File: src/core/dbs_pkg.sv
package dbs_pkg;
   localparam int ADDR_W = 8;
   localparam int DATA_W = 16;
   localparam int SRC_W = 4;
   localparam int GROUPS = 6;

   localparam logic [ADDR_W-1:0] ADDR_RESERVED_A = 8'h1c;
   localparam logic [ADDR_W-1:0] ADDR_RESERVED_B = 8'h1d;
   localparam logic [ADDR_W-1:0] ADDR_CORR_SEL = 8'h1e;
   localparam logic [ADDR_W-1:0] ADDR_MIX_OSC_SEL = 8'h1f;

   localparam logic [DATA_W-1:0] RST_RESERVED = 16'h0000;
   localparam logic [DATA_W-1:0] RST_CORR_SEL = 16'h1111;
   localparam logic [DATA_W-1:0] RST_MIX_OSC_SEL = 16'h1140;
   localparam logic [DATA_W-1:0] READ_ZERO = 16'h0000;
   // writable bits of the second select register, bit 0 stays zero
   localparam logic [DATA_W-1:0] MIX_OSC_WMASK = 16'hfffe;

   // field low bits
   localparam int LSB_PAIR1_HI = 12;
   localparam int LSB_PAIR2_HI = 8;
   localparam int LSB_PAIR1_LO = 4;
   localparam int LSB_PAIR2_LO = 0;
   localparam int LSB_OSC = 4;
   localparam int LSB_FIFO_ROUTE = 2;
   localparam int BIT_SW_SYNC = 1;

   // source positions inside a four-bit enable field
   localparam int SRC_SW = 3;
   localparam int SRC_PIN = 2;
   localparam int SRC_OUTPUT_STROBE = 1;
   localparam int SRC_LAST = 0;

   localparam logic [SRC_W-1:0] FIFO_IN_STROBE_CODE = 4'h2;

   // group index of the update pulses
   localparam int GRP_OFFSET_P1 = 0;
   localparam int GRP_OFFSET_P2 = 1;
   localparam int GRP_GAIN_P1 = 2;
   localparam int GRP_GAIN_P2 = 3;
   localparam int GRP_MIXER_P1 = 4;
   localparam int GRP_MIXER_P2 = 5;
endpackage

File: src/core/dbs_pin_sync.sv
`timescale 1ns/1ps
module dbs_pin_sync
(
   input wire logic sys_clk,
   input wire logic resetn,
   input wire logic pinIn,
   output logic level,
   output logic rise
);
   logic s1_q, s2_q, s3_q, lvl_q, rise_q;
   logic lvl_d, rise_d;

   always_comb
   begin
      lvl_d = lvl_q;
      // change accepted once stages two and three agree
      if (s2_q == s3_q)
      begin
         lvl_d = s3_q;
      end
      rise_d = lvl_d & ~lvl_q;
   end

   always_ff @(posedge sys_clk)
   begin
      if (!resetn)
      begin
         s1_q <= 1'b0;
         s2_q <= 1'b0;
         s3_q <= 1'b0;
         lvl_q <= 1'b0;
         rise_q <= 1'b0;
      end
      else
      begin
         s1_q <= pinIn;
         s2_q <= s1_q;
         s3_q <= s2_q;
         lvl_q <= lvl_d;
         rise_q <= rise_d;
      end
   end

   assign level = lvl_q;
   assign rise = rise_q;
endmodule

File: src/core/dbs_src_sel.sv
`timescale 1ns/1ps
module dbs_src_sel
(
   input wire logic [dbs_pkg::SRC_W-1:0] srcEn,
   input wire logic swEvent,
   input wire logic pinEvent,
   input wire logic ostrEvent,
   input wire logic lastEvent,
   output logic fire
);
   import dbs_pkg::*;

   // any enabled source fires the group
   always_comb
   begin
      fire = (srcEn[SRC_SW] & swEvent) | (srcEn[SRC_PIN] & pinEvent)
         | (srcEn[SRC_OUTPUT_STROBE] & ostrEvent) | (srcEn[SRC_LAST] & lastEvent);
   end
endmodule

File: src/core/double_buffer_sync_select.sv
// Notes on behaviour
// - bits 15:12 of first select pick sources for pair1 offset update.
// - bits 11:8 of first select pick sources for pair2 offset update.
// - bits 7:4 of first select pick sources for pair1 gain/phase update.
// - bits 3:0 of first select pick sources for pair2 gain/phase update.
// - bits 15:12 of second select pick sources for pair1 mixer update.
// - bits 11:8 of second select pick sources for pair2 mixer update.
// - bits 7:4 pick oscillator accumulator sync sources; reset value 0100 enables sync pin.
// - bits 3:2 route input strobe or sync pin to fifo strobe path while fifoInSrcSel is FIFO_IN_STROBE_CODE; otherwise input strobe.
// - host pulses bit 1 for software sync; fed to every enabling selector.
// - reserved registers and bit 0 reset to zero and stay there.
//
// Added by the designer: the address-and-strobe port.
`timescale 1ns/1ps
module double_buffer_sync_select
(
   input wire logic sys_clk,
   input wire logic resetn,
   input wire logic [dbs_pkg::ADDR_W-1:0] regAddr,
   input wire logic [dbs_pkg::DATA_W-1:0] regWrData,
   input wire logic regWrEn,
   input wire logic regRdEn,
   output logic [dbs_pkg::DATA_W-1:0] regRdData,
   input wire logic syncPin,
   input wire logic inputStrobePin,
   input wire logic outputStrobePin,
   input wire logic [dbs_pkg::SRC_W-1:0] fifoInSrcSel,
   input wire logic [dbs_pkg::GROUPS-1:0] shadowWrite,
   output logic [dbs_pkg::GROUPS-1:0] groupLoad,
   output logic oscSync,
   output logic fifoStrobePath
);
   import dbs_pkg::*;

   // register file
   logic [DATA_W-1:0] corrSel_q, corrSel_d;
   logic [DATA_W-1:0] mixSel_q, mixSel_d;
   logic [DATA_W-1:0] rdData_q, rdData_d;

   always_comb
   begin
      corrSel_d = corrSel_q;
      mixSel_d = mixSel_q;
      rdData_d = READ_ZERO;
      if (regWrEn)
      begin
         case (regAddr)
            ADDR_CORR_SEL: corrSel_d = regWrData;
            ADDR_MIX_OSC_SEL: mixSel_d = regWrData & MIX_OSC_WMASK;
            default: corrSel_d = corrSel_q;
         endcase
      end
      if (regRdEn)
      begin
         case (regAddr)
            ADDR_RESERVED_A: rdData_d = RST_RESERVED;
            ADDR_RESERVED_B: rdData_d = RST_RESERVED;
            ADDR_CORR_SEL: rdData_d = corrSel_q;
            ADDR_MIX_OSC_SEL: rdData_d = mixSel_q;
            default: rdData_d = READ_ZERO;
         endcase
      end
   end

   always_ff @(posedge sys_clk)
   begin
      if (!resetn)
      begin
         corrSel_q <= RST_CORR_SEL;
         mixSel_q <= RST_MIX_OSC_SEL;
         rdData_q <= READ_ZERO;
      end
      else
      begin
         corrSel_q <= corrSel_d;
         mixSel_q <= mixSel_d;
         rdData_q <= rdData_d;
      end
   end

   assign regRdData = rdData_q;

   // pin conditioning
   logic syncLvl, syncRise, istrLvl, istrRise, ostrRise;

   dbs_pin_sync uSyncPin
   (
      .sys_clk(sys_clk),
      .resetn(resetn),
      .pinIn(syncPin),
      .level(syncLvl),
      .rise(syncRise)
   );

   dbs_pin_sync uIstrPin
   (
      .sys_clk(sys_clk),
      .resetn(resetn),
      .pinIn(inputStrobePin),
      .level(istrLvl),
      .rise(istrRise)
   );

   dbs_pin_sync uOstrPin
   (
      .sys_clk(sys_clk),
      .resetn(resetn),
      .pinIn(outputStrobePin),
      .level(),
      .rise(ostrRise)
   );

   // software sync edge
   logic swPrev_q, swPrev_d, swEvent;

   always_comb
   begin
      swPrev_d = mixSel_q[BIT_SW_SYNC];
      swEvent = mixSel_q[BIT_SW_SYNC] & ~swPrev_q;
   end

   always_ff @(posedge sys_clk)
   begin
      if (!resetn)
      begin
         swPrev_q <= 1'b0;
      end
      else
      begin
         swPrev_q <= swPrev_d;
      end
   end

   // per group source selection
   logic [SRC_W-1:0] grpEn [GROUPS];
   logic [GROUPS-1:0] grpFire;
   logic oscFire;

   always_comb
   begin
      grpEn[GRP_OFFSET_P1] = corrSel_q[LSB_PAIR1_HI +: SRC_W];
      grpEn[GRP_OFFSET_P2] = corrSel_q[LSB_PAIR2_HI +: SRC_W];
      grpEn[GRP_GAIN_P1] = corrSel_q[LSB_PAIR1_LO +: SRC_W];
      grpEn[GRP_GAIN_P2] = corrSel_q[LSB_PAIR2_LO +: SRC_W];
      grpEn[GRP_MIXER_P1] = mixSel_q[LSB_PAIR1_HI +: SRC_W];
      grpEn[GRP_MIXER_P2] = mixSel_q[LSB_PAIR2_HI +: SRC_W];
   end

   genvar g;
   generate
      for (g = 0; g < GROUPS; g++)
      begin : gSel
         dbs_src_sel uSel
         (
            .srcEn(grpEn[g]),
            .swEvent(swEvent),
            .pinEvent(syncRise),
            .ostrEvent(ostrRise),
            .lastEvent(shadowWrite[g]),
            .fire(grpFire[g])
         );
      end
   endgenerate

   dbs_src_sel uOscSel
   (
      .srcEn(mixSel_q[LSB_OSC +: SRC_W]),
      .swEvent(swEvent),
      .pinEvent(syncRise),
      .ostrEvent(ostrRise),
      .lastEvent(istrRise),
      .fire(oscFire)
   );

   // fifo strobe routing
   logic routeSync;
   logic fifoPath_d, fifoPath_q;

   always_comb
   begin
      // codes 01 and 11 select the sync pin
      routeSync = mixSel_q[LSB_FIFO_ROUTE];
      fifoPath_d = istrLvl;
      if ((fifoInSrcSel == FIFO_IN_STROBE_CODE) && routeSync)
      begin
         fifoPath_d = syncLvl;
      end
   end

   // update pulses
   logic [GROUPS-1:0] load_q, load_d;
   logic osc_q, osc_d;

   always_comb
   begin
      load_d = grpFire;
      osc_d = oscFire;
   end

   always_ff @(posedge sys_clk)
   begin
      if (!resetn)
      begin
         load_q <= '0;
         osc_q <= 1'b0;
         fifoPath_q <= 1'b0;
      end
      else
      begin
         load_q <= load_d;
         osc_q <= osc_d;
         fifoPath_q <= fifoPath_d;
      end
   end

   assign groupLoad = load_q;
   assign oscSync = osc_q;
   assign fifoStrobePath = fifoPath_q;
endmodule

File: config.mk
export PLATFORM = sky130hd
export DESIGN_NAME = double_buffer_sync_select
export DESIGN_NICKNAME = d
export VERILOG_FILES = /design/src/core/dbs_pkg.sv /design/src/core/dbs_pin_sync.sv /design/src/core/dbs_src_sel.sv /design/src/core/double_buffer_sync_select.sv
export SDC_FILE = /design/constraint.sdc
export NUM_CORES = 1
export LEC_CHECK = 0
export ABC_AREA = 1
export BUFFER_PORTS_ARGS = -buffer_cell sky130_fd_sc_hd__clkbuf_2
export CELL_PAD_IN_SITES_DETAIL_PLACEMENT = 1
export CELL_PAD_IN_SITES_GLOBAL_PLACEMENT = 2
export CORE_UTILIZATION = 31
export CTS_BUF_LIST = sky130_fd_sc_hd__clkbuf_4
export CTS_CLUSTER_DIAMETER = 30
export DETAILED_ROUTE_END_ITERATION = 10
export HOLD_SLACK_MARGIN = 0.02
export PLACE_DENSITY_LB_ADDON = 0.1
export SYNTH_ARGS = -nofsm -noshare
export SYNTH_HDL_FRONTEND = slang
export SYNTH_SLANG_ARGS = --single-unit
File: constraint.sdc
create_clock -name sys_clk -period 1.4 [get_ports sys_clk]
set_input_delay 0.28 -clock sys_clk [delete_from_list [all_inputs] [get_ports sys_clk]]
set_output_delay 0.28 -clock sys_clk [all_outputs]
set_load 0.1 [all_outputs]
# [Yosys cells after proc, flatten, opt, wreduce, memory -nomap -nowiden]
# Index checks and enable logic that the tools add are counted.
[op_classes] muxes=5 reduce_logical=4 n_bitwise=57 n_eq_ne=6
[ops] cell="$and A1 B1 Y1" n=32
[ops] cell="$pmux W16 S2" n=1
[ops] cell="$or A1 B1 Y1" n=21
[ops] cell="$eq A8 B5 Y1 const B" n=2
[ops] cell="$reduce_and A2 Y1" n=3
[ops] cell="$eq A4 B2 Y1 const B" n=1
[ops] cell="$mux W1" n=4
[ops] cell="$not A1 Y1" n=4
[ops] cell="$eq A1 B1 Y1" n=3
[ops] cell="$logic_and A1 B1 Y1" n=1
[totals] word_cells=94 in_bits=41 out_inout_bits=24 regBits=71

# [Logic depth before layout (Yosys ltp)]
[logic_depth] ltp_word=6 ltp_mapped=8 mapped_depth_nobuf=7

# [By module]
# Synthesis repeated with hierarchy kept, for this count alone.
[unflattened] cells_unflattened=440 area_unflattened_um2=3032.9
[by_module_without_submodules] mod="double_buffer_sync_select" cells_each=326 area_each_um2=2342.2 n_inst=1
[by_module_without_submodules] mod="dbs_pin_sync" cells_each=17 area_each_um2=151.4 n_inst=3
[by_module_without_submodules] mod="dbs_src_sel" cells_each=9 area_each_um2=33.8 n_inst=7

# [Worst setup path after synthesis]
# OpenSTA, ideal clock, no wires.
[synth_path] kind="register to output" startpoint="register fifoPath_q, in the netlist fifoStrobePath" endpoint="output port fifoStrobePath" path_slack_ps=211 path_buffers=0 path_stages_with_launch=1 t_arrival_ps=909 path_cell_list="dfxtp_1"
[synth_rtl] item="start: declaration" line_no="double_buffer_sync_select.sv:177" source="logic fifoPath_d, fifoPath_q;"
[synth_rtl] item="start signal: assignment" line_no="double_buffer_sync_select.sv:212" source="fifoPath_q <= fifoPath_d;"
[synth_rtl] item="end: declaration" line_no="double_buffer_sync_select.sv:31" source="output logic fifoStrobePath"
# No word-level cell between the ends.

# [Worst setup path after layout]
[layout_path] startpoint="register rdData_q[14], in the netlist regRdData[14]" endpoint="output port regRdData[14] (netlist bit)"
[layout_rtl] item="start: declaration" line_no="double_buffer_sync_select.sv:38" source="logic [DATA_W-1:0] rdData_q, rdData_d;"
[layout_rtl] item="start signal: assignment" line_no="double_buffer_sync_select.sv:77" source="rdData_q <= rdData_d;"
[layout_rtl] item="end: declaration" line_no="double_buffer_sync_select.sv:23" source="output logic [dbs_pkg::DATA_W-1:0] regRdData,"
# No word-level cell between the ends.

==> out/metrics.csv <==
metric,value,unit
cp.depth,1,
grtUsageTotal,18.2,%
num_rows,34,
rsz0062_at_grt,no,
ys_seq_elements,71,
path_class,reg -> out,
required,1.12,ns
drive_above_1_share,21.4,%
vias,2631,
crit_fanout,1,
core_area,8890,um^2
postRouteAntennaNets,0,
routabilityCongestion,0.773,
fp.dieArea,9720,um^2
status,completed,
clkTransAtPathRegs,0.12,ns
clockBufferDepth,2,
rrSetupSlack,0.35,ns
endpoint_kind,output pin,
grt_pass1_wl,13700,um
syn_area,2890,um^2
cp_cell_sequence,buf_4,
slew_violations,0,
crit_slowest_cell,dfxtp_1,
die_w,98.6,um
cp.arrival,1.02,ns
ys_seq_area_share,49.1,%
max_cap_viol_count,0,
clock_latency,0.40,ns
synth_fp_nets,435,
start_kind,register,
avgSynthCellArea,7.34,um^2
crit-reg2reg-capture,oscSync$_SDFF_PN0_,
avgViaCountPerCell,4.54,
final_util,40.4,%
ir_drop,0.527,mV
max_freq,767,MHz
cts_tree,yes,
worstHoldPathType,in -> reg,
syn_to_final_growth,24.0,%
cts_sinks,71,
firstDrtPassIters,4,
fin_skew,0.0160,ns
final_common_cell,nand2_1,
ctsResizeCount,0,
io_buffers,64,
start_util,32.5,%
max-slew-margin-rel,72.1,%
final_cell_mix,"nand2_1 (99), dfxtp_1 (71), inv_1 (65), nor2_1 (41), clkbuf_2 (40)",
critPathLaunch,regRdData[14]$_SDFF_PN0_,
ys_warn_count,0,
grt_pass1_vias,2691,
p_leak,1.74,nW
critPathTopFamily,flip-flops,
hold_violations,0,
r2r-start,mixSel_q[1]$_SDFFE_PN0P_,
nets,507,
setup_viol_count_final,0,
routed_wl,8010,um
grt_max_degree,28,
postCtsSetupBuffers,0,
cts_hold_buffers,0,
die_h,98.6,um
timing.final.crit_share,93.2,%
syn-instance-count,394,
wl_per_cell,13.8,um
rr_worst_depth,5,
cp_slowest_stage_delay,0.33,ns
cts_root_buffer,clkbuf_4,
tns,0,ns
cts_made_buffers,9,
hpwl,5900,um
cp_num_buf_inv,1,
endpoint,regRdData[14],
worstMarginPinSlew,0.417,ns
fin_crit,1.30,ns
drc_errors,0,
first_iter_violations,100,
synth_cell_types,23,
overflow,0,
p_per_area,963,nW/um^2
htree_levels,3,
num_antenna_cells,0,
antenna_found_initial,0,
io_pins,65,
-- worst min-delay path by stage --
stage | cells past startpoint | end | from | slack (ns)
final | 3 | uIstrPin.s1_q$_SDFF_PN0_ | inputStrobePin | 0.05
after global routing | 3 | uOstrPin.s1_q$_SDFF_PN0_ | outputStrobePin | 0.03
after CTS | 3 | uIstrPin.s1_q$_SDFF_PN0_ | inputStrobePin | 0.03
after detailed placement | 2 | uOstrPin.s2_q$_SDFF_PN0_ | uOstrPin.s1_q$_SDFF_PN0_ | 0.40
after global placement | 2 | uOstrPin.s2_q$_SDFF_PN0_ | uOstrPin.s1_q$_SDFF_PN0_ | 0.39
after floorplan | 2 | uIstrPin.s1_q$_SDFF_PN0_ | inputStrobePin | 0.38
-- synthesized netlist by cell type --
cell type	number	share of area [%]
nor2_8	1	0.69
nand4_1	20	4.3
a21oi_1	18	3.1
nand3_1	37	6.4
and2_1	1	0.22
dfxtp_1	71	49
nand3_4	2	1.2
inv_1	65	8.4
nor4_1	1	0.22
nor2_1	41	5.3
clkbuf_1	2	0.26
nor3b_1	1	0.26
nand2_2	1	0.22
a41oi_1	7	2.1
buf_2	14	2.4
a211oi_1	1	0.26
nand2_1	99	13
buf_6	1	0.39
clkinv_1	1	0.13
buf_1	3	0.39
o21ai_0	3	0.52
nor2_4	2	0.78
nor3_1	2	0.35
-- flip-flops by register name, indices dropped and copies added, names as in the netlist, 6 cells and up --
signal / flops
corrSel_q: 16
regRdData: 16
mixSel_q: 15
groupLoad: 6
-- layer usage --
layer	up-vias	wire, um	GRT usage [%]
met2	59	3450	27.2
met5	-	0	0
met4	0	82	5.86
met1	1184	4170	26.4
met3	6	301	3.12
li1	1382	-	-
-- report_power, final --
part	switching [mW]	internal [mW]	total, mW
clock network	0.725	0.363	1.09
logic	0.213	0.105	0.318
registers	0.00941	2.04	2.05
total	0.947	2.51	3.46
-- cells by family after synthesis --
family / Yosys count / share of synthesized area, %
and+or+nand+nor: 208 / 32.8
buffers and inverters: 86 / 12.0
DFF: 71 / 49.1
AOI/OAI and AO/OA: 29 / 6.01
-- worst reg2reg max path: stages (launching register included) --
cell	delay (ns)
dfxtp_1	0.39
inv_1	0.07
nor2_1	0.08
buf_4	0.18
nand2_1	0.07
a41oi_1	0.19
-- per-stage QoR --
step | power (mW) | std cells | hold WS (ns) | worst slack [ns] | cell area [um^2]
after global routing | 3.64 | 579 | 0.0311 | 0.0130 | 3590
after detailed placement | 2.42 | 563 | 0.402 | 0.0707 | 3490
after floorplan | 2.28 | 394 | 0.378 | 0.211 | 2890
after CTS | 3.51 | 579 | 0.0269 | 0.0692 | 3590
after global placement | 2.42 | 563 | 0.395 | 0.127 | 3490
final | 3.46 | 579 | 0.0469 | 0.0958 | 3590
-- area by class of cell --
cell class | count | area [um^2]
multi-input cells | 237 | 1120
repair buffers | 81 | 558
inverters | 66 | 248
clock buffers | 10 | 75.1
flip-flops and latches | 71 | 1420
well taps | 108 | 135
fillers | 1135 | 5300
clock inverters | 6 | 27.5
(Power assumes the default switching activity.)
